## config.mk

```make
export PLATFORM = sky130hd
export DESIGN_NAME = lcsi_top
export DESIGN_NICKNAME = d
export VERILOG_FILES = /design/src/logic/lcsi_pkg.sv /design/src/logic/lcsi_flash_if.sv /design/src/logic/lcsi_top.sv /design/src/logic/lcsi_flash.sv
export SDC_FILE = /design/constraint.sdc
export NUM_CORES = 1
export LEC_CHECK = 0
export ABC_AREA = 1
export BUFFER_PORTS_ARGS = -buffer_cell sky130_fd_sc_hd__buf_2
export CAP_MARGIN = 30
export CELL_PAD_IN_SITES_DETAIL_PLACEMENT = 1
export CELL_PAD_IN_SITES_GLOBAL_PLACEMENT = 1
export CORE_ASPECT_RATIO = 2
export CORE_MARGIN = 8
export CORE_UTILIZATION = 40
export DETAILED_ROUTE_END_ITERATION = 10
export MAX_ROUTING_LAYER = met4
export PLACE_DENSITY_LB_ADDON = 0.05
export SYNTH_ARGS = -nofsm -noshare
export SYNTH_HDL_FRONTEND = slang
export SYNTH_SLANG_ARGS = --single-unit
```

## constraint.sdc

```tcl
create_clock -name aclk -period 5.3 [get_ports aclk]
set_clock_uncertainty 0.05 [all_clocks]
set_input_delay 0.53 -clock aclk [delete_from_list [all_inputs] [get_ports aclk]]
set_output_delay 0.53 -clock aclk [all_outputs]
set_load 0.005 [all_outputs]
```

## src/logic/lcsi_pkg.sv

```systemverilog
// Constants shared by the light curtain status indicator block
package lcsi_pkg;
    // Clock and flash timing
    localparam int unsigned CLK_HZ         = 25_000_000;
    localparam int unsigned SLOW_PERIOD_MS = 1000;
    localparam int unsigned FAST_PERIOD_MS = 100;
    localparam int unsigned FLASH_CNT_W    = 24;
    typedef logic [FLASH_CNT_W-1:0] lcsi_cnt_t;
    localparam lcsi_cnt_t SLOW_HALF_CYCLES = lcsi_cnt_t'(CLK_HZ / 1000 * SLOW_PERIOD_MS / 2);
    localparam lcsi_cnt_t FAST_HALF_CYCLES = lcsi_cnt_t'(CLK_HZ / 1000 * FAST_PERIOD_MS / 2);

    // Register byte offsets
    localparam logic [7:0] OFS_CTRL      = 8'h00;
    localparam logic [7:0] OFS_LAMP      = 8'h04;
    localparam logic [7:0] OFS_IRQ_STAT  = 8'h08;
    localparam logic [7:0] OFS_IRQ_MASK  = 8'h0c;
    localparam logic [7:0] OFS_FAULT     = 8'h10;
    localparam int unsigned ADDR_LSB     = 2;
    localparam int unsigned ADDR_MSB     = 7;

    // Field layouts
    localparam int unsigned CTRL_MODE_LSB = 0;
    localparam int unsigned CTRL_MODE_W   = 2;
    localparam int unsigned IRQ_W         = 5;
    localparam int unsigned IRQ_INT       = 0;
    localparam int unsigned IRQ_EXT       = 1;
    localparam int unsigned IRQ_FIELD     = 2;
    localparam int unsigned IRQ_WEAK      = 3;
    localparam int unsigned IRQ_OPEN      = 4;
    localparam int unsigned LAMP_W        = 4;
    localparam int unsigned COND_LSB      = 8;
    localparam int unsigned COND_W        = 9;
    localparam int unsigned FAULT_CLS_BIT = 8;

    // Reset values
    localparam logic [CTRL_MODE_W-1:0] CTRL_MODE_RST = 2'h0;
    localparam logic [IRQ_W-1:0]       IRQ_RST       = 5'h00;
    localparam logic [31:0]            DATA_ZERO     = 32'h0000_0000;

    // AXI responses
    localparam logic [1:0] RESP_OKAY   = 2'h0;
    localparam logic [1:0] RESP_SLVERR = 2'h2;

    // Decimal split of fault numbers
    localparam logic [7:0] DEC_TEN     = 8'h0a;
    localparam logic [7:0] DEC_HUNDRED = 8'h64;

    // Seven-segment patterns, gfedcba active high
    typedef logic [6:0] lcsi_seg_t;
    localparam lcsi_seg_t SEG_BLANK = 7'h00;
    localparam lcsi_seg_t SEG_C     = 7'h39;
    localparam lcsi_seg_t SEG_E     = 7'h79;
    localparam lcsi_seg_t SEG_F     = 7'h71;
    localparam lcsi_seg_t SEG_DIGIT [10] = '{7'h3f, 7'h06, 7'h5b, 7'h4f, 7'h66,
                                            7'h6d, 7'h7d, 7'h07, 7'h7f, 7'h6f};
    localparam int unsigned CHAN_ONE = 1;
    localparam int unsigned CHAN_TWO = 2;

    // Primary lamp patterns, in falling priority
    typedef enum logic [2:0] {
        LCSI_PAT_INT  = 3'b000,
        LCSI_PAT_EXT  = 3'b001,
        LCSI_PAT_RED  = 3'b010,
        LCSI_PAT_WEAK = 3'b011,
        LCSI_PAT_OK   = 3'b100
    } lcsi_pat_t;
endpackage : lcsi_pkg

```

## src/logic/lcsi_flash_if.sv

```systemverilog
// Flash phase carried from a flash generator to the indicator logic
`timescale 1ns/10ps
`default_nettype none
interface lcsi_flash_if;
    logic phase;
    modport gen (output phase);
    modport use_side (input phase);
endinterface : lcsi_flash_if
`default_nettype wire

```

## src/logic/lcsi_top.sv

```systemverilog
// Light curtain receiver status indicator with AXI4-Lite registers
//
// The placing of the registers and the AXI4-Lite slave port are this design's own decisions.
`timescale 1ns/10ps
`default_nettype none
module lcsi_top #(
    parameter lcsi_pkg::lcsi_cnt_t SLOW_HALF = lcsi_pkg::SLOW_HALF_CYCLES,
    parameter lcsi_pkg::lcsi_cnt_t FAST_HALF = lcsi_pkg::FAST_HALF_CYCLES
) (
    input  wire logic        aclk,
    input  wire logic        aresetn,
    // AXI4-Lite slave
    input  wire logic [31:0] s_axi_awaddr,
    input  wire logic        s_axi_awvalid,
    output logic             s_axi_awready,
    input  wire logic [31:0] s_axi_wdata,
    input  wire logic [3:0]  s_axi_wstrb,
    input  wire logic        s_axi_wvalid,
    output logic             s_axi_wready,
    output logic [1:0]       s_axi_bresp,
    output logic             s_axi_bvalid,
    input  wire logic        s_axi_bready,
    input  wire logic [31:0] s_axi_araddr,
    input  wire logic        s_axi_arvalid,
    output logic             s_axi_arready,
    output logic [31:0]      s_axi_rdata,
    output logic [1:0]       s_axi_rresp,
    output logic             s_axi_rvalid,
    input  wire logic        s_axi_rready,
    // Receiver conditions, asynchronous levels
    input  wire logic        field_interrupted,
    input  wire logic        beams_misaligned,
    input  wire logic        external_fault,
    input  wire logic        internal_fault,
    input  wire logic        weak_signal,
    input  wire logic        interlock_locked,
    input  wire logic        control_circuit_open,
    input  wire logic        startup_active,
    input  wire logic        tx_on_channel_two,
    input  wire logic [7:0]  fault_number,
    // Indicators
    output logic             primary_status_lamp_red,
    output logic             primary_status_lamp_green,
    output logic             interlock_status_lamp_yellow,
    output logic             switching_output_lamp_red,
    output logic [6:0]       seg_left,
    output logic [6:0]       seg_mid,
    output logic [6:0]       seg_right,
    output logic             irq
);
    import lcsi_pkg::*;

    localparam int unsigned SYNC_W = COND_W + 8;

    // Two-stage synchroniser for every condition pin
    logic [SYNC_W-1:0] sync1_q;
    logic [SYNC_W-1:0] sync2_q;
    always_ff @(posedge aclk) begin
        if (!aresetn) begin
            sync1_q <= '0;
            sync2_q <= '0;
        end else begin
            sync1_q <= {fault_number, tx_on_channel_two, startup_active, control_circuit_open,
                        interlock_locked, weak_signal, internal_fault, external_fault,
                        beams_misaligned, field_interrupted};
            sync2_q <= sync1_q;
        end
    end

    logic       fld_s, mis_s, ext_s, int_s, weak_s, lock_s, open_s, start_s, ch2_s;
    logic [7:0] num_s;
    assign {num_s, ch2_s, start_s, open_s, lock_s, weak_s, int_s, ext_s, mis_s, fld_s} = sync2_q;

    // Flash generators
    lcsi_flash_if slow_if ();
    lcsi_flash_if fast_if ();
    lcsi_flash #(.HALF_CYCLES(SLOW_HALF)) u_slow (
        .aclk    (aclk),
        .aresetn (aresetn),
        .flash   (slow_if)
    );
    lcsi_flash #(.HALF_CYCLES(FAST_HALF)) u_fast (
        .aclk    (aclk),
        .aresetn (aresetn),
        .flash   (fast_if)
    );

    // Software-held operating mode
    logic [CTRL_MODE_W-1:0] mode_q;
    logic [IRQ_W-1:0]       irq_stat_q;
    logic [IRQ_W-1:0]       irq_mask_q;

    lcsi_pat_t pat;
    always_comb begin
        if (int_s) begin
            pat = LCSI_PAT_INT;
        end else if (ext_s) begin
            pat = LCSI_PAT_EXT;
        end else if (fld_s || mis_s) begin
            pat = LCSI_PAT_RED;
        end else if (weak_s) begin
            pat = LCSI_PAT_WEAK;
        end else begin
            pat = LCSI_PAT_OK;
        end
    end

    // Primary lamp drive, registered to keep glitches off the pins
    always_ff @(posedge aclk) begin
        if (!aresetn) begin
            primary_status_lamp_red   <= 1'b0;
            primary_status_lamp_green <= 1'b0;
        end else begin
            unique case (pat)
                LCSI_PAT_INT: begin
                    primary_status_lamp_red   <= fast_if.phase;
                    primary_status_lamp_green <= 1'b0;
                end
                LCSI_PAT_EXT: begin
                    primary_status_lamp_red   <= slow_if.phase;
                    primary_status_lamp_green <= 1'b0;
                end
                LCSI_PAT_RED: begin
                    primary_status_lamp_red   <= 1'b1;
                    primary_status_lamp_green <= 1'b0;
                end
                LCSI_PAT_WEAK: begin
                    primary_status_lamp_red   <= 1'b0;
                    primary_status_lamp_green <= slow_if.phase;
                end
                LCSI_PAT_OK: begin
                    primary_status_lamp_red   <= 1'b0;
                    primary_status_lamp_green <= 1'b1;
                end
                default: begin
                    primary_status_lamp_red   <= 1'b1;
                    primary_status_lamp_green <= 1'b0;
                end
            endcase
        end
    end

    // Interlock lamp; outside mode CTRL_MODE_RST an open circuit outranks the ready indication
    always_ff @(posedge aclk) begin
        if (!aresetn) begin
            interlock_status_lamp_yellow <= 1'b0;
        end else if (open_s && (mode_q != CTRL_MODE_RST)) begin
            interlock_status_lamp_yellow <= slow_if.phase;
        end else begin
            interlock_status_lamp_yellow <= lock_s && !fld_s;
        end
    end

    // Switching-output lamp
    always_ff @(posedge aclk) begin
        if (!aresetn) begin
            switching_output_lamp_red <= 1'b0;
        end else begin
            switching_output_lamp_red <= fld_s;
        end
    end

    // Fault number digits; above 99 wraps modulo 100
    logic [7:0] num_mod;
    logic [7:0] num_tens;
    logic [7:0] num_units;
    assign num_mod   = num_s % DEC_HUNDRED;
    assign num_tens  = num_mod / DEC_TEN;
    assign num_units = num_mod % DEC_TEN;

    // Seven-segment display content
    always_ff @(posedge aclk) begin
        if (!aresetn) begin
            seg_left  <= SEG_BLANK;
            seg_mid   <= SEG_BLANK;
            seg_right <= SEG_BLANK;
        end else if (int_s || ext_s) begin
            seg_left  <= int_s ? SEG_F : SEG_E;
            seg_mid   <= SEG_DIGIT[num_tens[3:0]];
            seg_right <= SEG_DIGIT[num_units[3:0]];
        end else if (start_s) begin
            seg_left  <= SEG_C;
            seg_mid   <= ch2_s ? SEG_DIGIT[CHAN_TWO] : SEG_DIGIT[CHAN_ONE];
            seg_right <= SEG_BLANK;
        end else begin
            seg_left  <= SEG_BLANK;
            seg_mid   <= SEG_BLANK;
            seg_right <= SEG_BLANK;
        end
    end

    // Rising-edge events for the interrupt status
    logic [IRQ_W-1:0] ev_lvl;
    logic [IRQ_W-1:0] ev_prev_q;
    logic [IRQ_W-1:0] ev_rise;
    assign ev_lvl = {open_s && (mode_q != CTRL_MODE_RST), weak_s, fld_s || mis_s, ext_s, int_s};
    assign ev_rise = ev_lvl & ~ev_prev_q;
    always_ff @(posedge aclk) begin
        if (!aresetn) begin
            ev_prev_q <= IRQ_RST;
        end else begin
            ev_prev_q <= ev_lvl;
        end
    end

    // AXI write channel capture; address and data may come in either order
    logic        aw_have_q;
    logic [7:0]  aw_addr_q;
    logic        w_have_q;
    logic [31:0] w_data_q;
    logic [3:0]  w_strb_q;
    logic        wr_fire;
    logic [31:0] wr_bits;
    assign s_axi_awready = !aw_have_q;
    assign s_axi_wready  = !w_have_q;
    assign wr_fire       = aw_have_q && w_have_q && !s_axi_bvalid;
    assign wr_bits       = {{8{w_strb_q[3]}}, {8{w_strb_q[2]}}, {8{w_strb_q[1]}}, {8{w_strb_q[0]}}};

    always_ff @(posedge aclk) begin
        if (!aresetn) begin
            aw_have_q <= 1'b0;
            aw_addr_q <= '0;
        end else if (s_axi_awvalid && s_axi_awready) begin
            aw_have_q <= 1'b1;
            aw_addr_q <= {s_axi_awaddr[ADDR_MSB:ADDR_LSB], 2'b00};
        end else if (wr_fire) begin
            aw_have_q <= 1'b0;
        end
    end

    always_ff @(posedge aclk) begin
        if (!aresetn) begin
            w_have_q <= 1'b0;
            w_data_q <= DATA_ZERO;
            w_strb_q <= '0;
        end else if (s_axi_wvalid && s_axi_wready) begin
            w_have_q <= 1'b1;
            w_data_q <= s_axi_wdata;
            w_strb_q <= s_axi_wstrb;
        end else if (wr_fire) begin
            w_have_q <= 1'b0;
        end
    end

    // Write response; unmapped and read-only addresses answer SLVERR
    logic wr_hit;
    assign wr_hit = (aw_addr_q == OFS_CTRL) || (aw_addr_q == OFS_IRQ_STAT) || (aw_addr_q == OFS_IRQ_MASK);
    always_ff @(posedge aclk) begin
        if (!aresetn) begin
            s_axi_bvalid <= 1'b0;
            s_axi_bresp  <= RESP_OKAY;
        end else if (wr_fire) begin
            s_axi_bvalid <= 1'b1;
            s_axi_bresp  <= wr_hit ? RESP_OKAY : RESP_SLVERR;
        end else if (s_axi_bready) begin
            s_axi_bvalid <= 1'b0;
        end
    end

    // Control register, byte lane 0 holds the mode
    always_ff @(posedge aclk) begin
        if (!aresetn) begin
            mode_q <= CTRL_MODE_RST;
        end else if (wr_fire && (aw_addr_q == OFS_CTRL) && w_strb_q[0]) begin
            mode_q <= w_data_q[CTRL_MODE_LSB +: CTRL_MODE_W];
        end
    end

    // Interrupt mask
    always_ff @(posedge aclk) begin
        if (!aresetn) begin
            irq_mask_q <= IRQ_RST;
        end else if (wr_fire && (aw_addr_q == OFS_IRQ_MASK)) begin
            irq_mask_q <= (irq_mask_q & ~wr_bits[IRQ_W-1:0]) | (w_data_q[IRQ_W-1:0] & wr_bits[IRQ_W-1:0]);
        end
    end

    // Sticky status, write one to clear; a new event wins over its clear
    logic [IRQ_W-1:0] irq_clr;
    assign irq_clr = (wr_fire && (aw_addr_q == OFS_IRQ_STAT)) ? (w_data_q[IRQ_W-1:0] & wr_bits[IRQ_W-1:0]) : '0;
    always_ff @(posedge aclk) begin
        if (!aresetn) begin
            irq_stat_q <= IRQ_RST;
        end else begin
            irq_stat_q <= (irq_stat_q & ~irq_clr) | ev_rise;
        end
    end

    // Level interrupt, registered
    always_ff @(posedge aclk) begin
        if (!aresetn) begin
            irq <= 1'b0;
        end else begin
            irq <= |(irq_stat_q & irq_mask_q);
        end
    end

    // Read path: one outstanding read, data one cycle after the address
    logic [7:0]  rd_addr;
    logic [31:0] rd_data;
    logic        rd_hit;
    assign s_axi_arready = !s_axi_rvalid;
    assign rd_addr = {s_axi_araddr[ADDR_MSB:ADDR_LSB], 2'b00};
    always_comb begin
        rd_data = DATA_ZERO;
        rd_hit  = 1'b1;
        unique case (rd_addr)
            OFS_CTRL:     rd_data[CTRL_MODE_W-1:0] = mode_q;
            OFS_LAMP: begin
                rd_data[LAMP_W-1:0] = {switching_output_lamp_red, interlock_status_lamp_yellow,
                                       primary_status_lamp_green, primary_status_lamp_red};
                rd_data[COND_LSB +: COND_W] = sync2_q[COND_W-1:0];
            end
            OFS_IRQ_STAT: rd_data[IRQ_W-1:0] = irq_stat_q;
            OFS_IRQ_MASK: rd_data[IRQ_W-1:0] = irq_mask_q;
            OFS_FAULT: begin
                rd_data[7:0]          = num_s;
                rd_data[FAULT_CLS_BIT] = ext_s && !int_s;
            end
            default:      rd_hit = 1'b0;
        endcase
    end

    always_ff @(posedge aclk) begin
        if (!aresetn) begin
            s_axi_rvalid <= 1'b0;
            s_axi_rdata  <= DATA_ZERO;
            s_axi_rresp  <= RESP_OKAY;
        end else if (s_axi_arvalid && s_axi_arready) begin
            s_axi_rvalid <= 1'b1;
            s_axi_rdata  <= rd_data;
            s_axi_rresp  <= rd_hit ? RESP_OKAY : RESP_SLVERR;
        end else if (s_axi_rready) begin
            s_axi_rvalid <= 1'b0;
        end
    end
endmodule : lcsi_top
`default_nettype wire

```

## src/logic/lcsi_flash.sv

```systemverilog
// Square-wave flash generator with a programmable half period
`timescale 1ns/10ps
`default_nettype none
module lcsi_flash #(
    parameter lcsi_pkg::lcsi_cnt_t HALF_CYCLES = lcsi_pkg::SLOW_HALF_CYCLES
) (
    input  wire logic aclk,
    input  wire logic aresetn,
    lcsi_flash_if.gen flash
);
    import lcsi_pkg::*;

    lcsi_cnt_t cnt_q;
    logic      phase_q;

    always_ff @(posedge aclk) begin
        if (!aresetn) begin
            cnt_q   <= '0;
            phase_q <= 1'b0;
        end else if (cnt_q == HALF_CYCLES - lcsi_cnt_t'(1)) begin
            cnt_q   <= '0;
            phase_q <= ~phase_q;
        end else begin
            cnt_q <= cnt_q + lcsi_cnt_t'(1);
        end
    end

    assign flash.phase = phase_q;
endmodule : lcsi_flash
`default_nettype wire

```

After elaboration in Yosys (flattened, before gate mapping)
Memory sizes are Yosys's and may differ from the RTL's. A register that Yosys moved wholly into a read port is not among the register bits.
Cells that the tools add are included.
Word-level totals
  flip-flop bits (word level): 157
  output and inout bits: 67
  memories kept: 2
  ROM bits: 224
  logic and storage cells: 130
  input bits: 124
Operators by class
  reductions and logical operators: 37
  bitwise logic cells: 15
  mux-type cells: 32
  divide/modulo/power cells: 3
  equality and inequality tests: 11
  $add $sub $neg: 2
  magnitude comparators: 1
Memory list
  (no name shown): depth 16, bits a word 7, rd ports 1, clocked after Yosys merged registers in 1, wr ports 0, RTL line lcsi_top.sv:180  | seg_right <= SEG_DIGIT[num_units[3:0]];
  (no name shown): depth 16, bits a word 7, rd ports 1, clocked after Yosys merged registers in 0, wr ports 0, RTL line lcsi_top.sv:179  | seg_mid <= SEG_DIGIT[num_tens[3:0]];
Operators with widths (number)
  24-bit by 1-bit adder with 24-bit output (second input constant): 2
  7-bit 2-to-1 mux: 6
  5-bit bitwise AND: 5
  24-bit by 21-bit == test with 1-bit output (second input constant): 1
  24-bit == test (second input constant): 1
  6-bit by 2-bit == test with 1-bit output (second input constant): 4
  8-bit logical NOT: 2
  3-bit 2-to-1 mux: 5
  5-bit inverter: 3
  1-bit logical AND: 12
  4-bit inverter with 5-bit output: 2
  5-bit OR: 2
  2-bit case mux with 5 select lines: 1
  2-bit nonzero test: 5
  5-bit OR reduction: 2
  1-bit 2-to-1 mux: 9
  8-bit by 4-bit divider with 8-bit output (second input constant): 1
  8-bit by 4-bit remainder unit with 8-bit output (second input constant): 1
  8-bit by 7-bit remainder unit with 8-bit output (second input constant): 1
  8-bit 2-to-1 mux: 1
  2-bit case mux with 4 select lines: 1
  1-bit logical NOT: 7
  6-bit by 1-bit == test with 1-bit output (second input constant): 1
  6-bit by 3-bit == test with 1-bit output (second input constant): 1
  15 further kinds: 25

Longest topological paths before layout
  depth after elaboration: 7
  depth in mapped cells: 31
  mapped depth without buffers: 31

Cells and area by module
A second synthesis with hierarchy kept.
Unflattened totals
  cells, all modules: 1012
  area total of the unflattened synthesis: 7523.5 µm²
By module, submodules not included
  lcsi_top: cells an instance 623, area an instance 4829.6 µm², seq. area each 2162.1 µm², times used 1
  lcsi_flash (u_fast): cells an instance 198, area an instance 1355.0 µm², seq. area each 500.5 µm², times used 1
  lcsi_flash (u_slow): cells an instance 191, area an instance 1338.8 µm², seq. area each 500.5 µm², times used 1

Worst setup path after synthesis
Ideal clock, no wire load.
  path type: reg2reg
  from: register sync2_q[14]
  to: register seg_right[5]
  setup slack: 2.411 ns
  cell stages (with the launch flop): 29
  period minus slack after synthesis: 2.889 ns
  path buffers: 0
  arrival: 2.720 ns
  cells stage by stage: dfxtp_1 nor2_2 inv_2 nand2_2 nand3_2 inv_2 nand2_2 nand2_2 inv_2 a21oi_4 nor2_2 nand2_4 nand2_4 nand2_2 nand2_1 nand2_2 nand2_2 nand2_4 nand2_2 nand3_2 nand2_4 nand2_4 nand2_1 nand2_1 inv_1 ha_1 a21boi_2 nor2_1 nor2_1
Between the ends
  cells in the longest elaborated chain, start to end: 3
Ends and longest elaborated chain
  start, declared: RTL line lcsi_top.sv:57  | logic [SYNC_W-1:0] sync2_q;
  start signal, assigned: RTL line lcsi_top.sv:66  | sync2_q <= sync1_q;
  8-bit by 7-bit remainder unit with 8-bit output: RTL line lcsi_top.sv:167  | assign num_mod = num_s % DEC_HUNDRED;
  8-bit by 4-bit remainder unit with 8-bit output: RTL line lcsi_top.sv:169  | assign num_units = num_mod % DEC_TEN;
  4-bit inverter with 5-bit output (not written as such): RTL line lcsi_top.sv:180
  end, declared: RTL line lcsi_top.sv:48  | output logic [6:0] seg_right,
No other way between the ends.
A chain may end at the register's enable or synchronous reset.

Final worst setup path
Ends and elaborated chain as after synthesis.

==> key figures <==
Synthesis
  – Post-synthesis cell area: ~6900 um2
  – Post-synth top area share: 45.70%
  – Yosys cell types: 49
  – Syn avg cell area: 7.532 um2
  – Seq/Total Area, Yosys: between 40% and 50%
  – Synthesized instance count: 919
  – Ys flop type: dfxtp_1
  – Post-synth EDFFs: 0
  – Synth Warn #: 0
  – Post-synthesis register bit count: 158
  – Largest area contributor in the netlist: dfxtp_1
  – Ys async rst share: 0%
  – Synth top area cells: dfxtp_1, nand2_1, inv_1

Global route
  – Total gr overflow: 0
  – Vias in the first global route: roughly 6200
  – Antenna violations before repair: 1
  – First-pass GRT wire length: 29.35 mm
  – Largest net degree at the start of global routing: 47
  – Grt met2 use: ~28%
  – Most Used Layer, Global Route: met2
  – Grt met1 use: around a fifth
  – Met3 global-route usage: 3.636%
  – All-Layer GR Usage: between 15 and 20%

Power
  – Worst vdd ir: 0.1955 mV
  – Leakage: 3.782 nW
  – PD cells: 342.5 nW/um2

Die
  – Rows: 68
  – Core box area: ~17000 um2
  – Starting Density: between 40% and 50%
  – Die area: about 22000 um2
  – Number of top-level pins: 191
  – Die span in x: 109.0 um
  – Die Y: a little over 200 um

Cells and area
  – Commonest non-fill, non-tap cell in the layout: nand2_1
  – Layout Nets: 1147
  – Commonest non-fill, non-tap cells in the layout: nand2_1, dfxtp_1, inv_1, buf_2, nor2_1
  – Area growth syn-to-layout: 16.52%
  – Register Area: 3163 um2
  – Cell area after layout: 8065 um2
  – Multi-input gate area: 3000 um2
  – Final cell utilization of the core: between 40% and 50%
  – # fillers: 2201
  – Ratio of cells with drive above 1 in the final layout: 17.24%

Placed design
  – DP Area: 7487 um2
  – Port buffer count: just under 90
  – Dpl ws: ~1900 ps
  – Placer congestion estimate: roughly 0.83
  – HPWL Detailed: ~13 mm

Worst setup path
  – Worst EP arrival: 3680 ps
  – Worst setup SP type: register
  – CP required: around 5600 ps
  – Worst-path maximum fanout: 7
  – CP Class: reg2reg
  – Endpoint class of the critical path: register

CTS
  – Post-CTS Setup Inserts: 0
  – Worst-skew pair later-pin latency: roughly 430 ps
  – Clock Sink Count: between 150 and 200
  – TritonCTS clock tree: built
  – Num CTS Buffers: 17
  – Clock transition at path regs: 70 ps
  – Root Buffer: clkbuf_16
  – CTS resizes: 0
  – Clock Path Buffers: 2
  – Hold Buf Count CTS: 0
  – H-tree levels: 4

Routing
  – DRC: 0
  – Total wire length: 17.44 mm
  – Via count: 5986
  – DR WL/cell: 14.16 um
  – Via density: 4.859
  – Iteration-0 DRC Markers: roughly 160
  – Drt first pass iters: 4
  – Post-DRT Antenna Nets: 0

Timing
  – Slew Viols, Final: 0
  – Setup tns final: 0 ps
  – Tmin final: roughly 3400 ps
  – Hold WS: 230.7 ps
  – Setup violators final: 0
  – Final Hold Vio Count: 0
  – Tightest Pin Transition: slightly below 1000 ps
  – Fmax: between 0.2 and 0.3 GHz
  – Final Worst Setup Slack: 1884 ps
  – Max-slew headroom: roughly 34%
  – Final period util: 64.46%
  – RSZ-0062 raised after global routing: false

Worst hold path
  – Hold crit path type: in2reg

Flow run
  – Max-Cap Viols: 0

Status
  – Status: complete, no violations
-- through the flow --
step	power, W	cells
after global placement	0.001579	1199
final	0.002762	1232
after detailed placement	0.001590	1199
after CTS	0.002802	1231
after global routing	0.002886	1232
after floorplan	0.001502	937
-- flip-flops by register name, summed over array words and instances (netlist names), 2 cells and up, named ones only --
signal and count:
aw_addr_q 6, irq_stat_q 5, u_slow.cnt_q 24, sync2_q 17, mode_q 2, seg_mid 7, sync1_q 17, seg_right 7
s_axi_rdata 17, ev_prev_q 5, u_fast.cnt_q 24, seg_left 3, w_data_q 5
-- worst max-delay path, cell delays in order (launching register included) --
cell and delay [ps]:
dfxtp_1 370, nor2_2 180, nand2_2 90, nand2_2 80, nand2_2 90, o21ai_0 290
nand2_1 210, nand3_2 130, nand2_4 80, nand2_4 90, nand2_1 60, nand2_1 80
nand2_1 120, nand2_4 140, nand2_2 90, nand3_2 110, nand2_4 80, nand2_4 100
nand2_1 80, nand2_1 180, inv_1 110, ha_1 180, a21boi_2 160, nor2_1 100
nor2_1 40
-- metal layers --
layer / part of all wire [%] / routed length (um)
met2: 49 / 8591
met1: 46 / 8007
met4: 1.2 / 208
met5: 0 / 0
met3: 3.6 / 634
-- power breakdown --
| part | switching (W) | internal [W] |
|---|---|---|
| clock | 0.000542 | 0.000663 |
| sequential | 0.0000248 | 0.00124 |
| combinational | 0.000193 | 0.000104 |
| total | 0.000760 | 0.00200 |
-- Yosys cell counts (2+ instances only) --
master	count
nand3_2	4
nor3_2	2
nand3_1	43
nor4_1	8
clkbuf_1	14
o22ai_1	9
inv_1	148
xor2_1	3
a221oi_1	4
o21ai_0	59
ha_1	15
nor3b_1	11
nand2_1	166
a22o_1	2
buf_4	21
nor3_1	20
a21oi_1	59
or2_2	4
nand2_2	14
nor2_2	3
a31oi_1	5
nand2_4	7
and3_1	2
dfxtp_1	158
o211ai_2	2
nand4_1	12
o21ai_1	2
buf_1	4
inv_2	11
o21a_1	3
nor2_1	82
a211oi_1	5
-- path summary, 6_finish.rpt --
path                    start           end  slack [ps]  depth (start not counted)
max               sync2_q[14]  seg_right[5]        1880                         24
min          beams_misaligned    sync1_q[1]         230                          3
max reg2reg       sync2_q[14]  seg_right[5]        1880                         24
min reg2reg        sync1_q[8]    sync2_q[8]         360                          2
-- layout make-up --
cell class,instances,share of cell area [%]
clock inverter,15,1.862
tap,210,3.258
inverter,160,7.446
multi-input combinational,580,37.20
clock buffer,17,5.275
antenna,1,0.03103
timing repair buffer,91,5.709
sequential,158,39.22
-- cell families after synthesis --
family          synth area share (%)
fa+ha+maj                      2.711
other cells                  0.05418
buf+inv                        11.93
xor+xnor                      0.5062
simple gates                   25.63
compound gates                 13.47
flops                          45.70
Note: power is estimated with default switching activity, not from simulation.
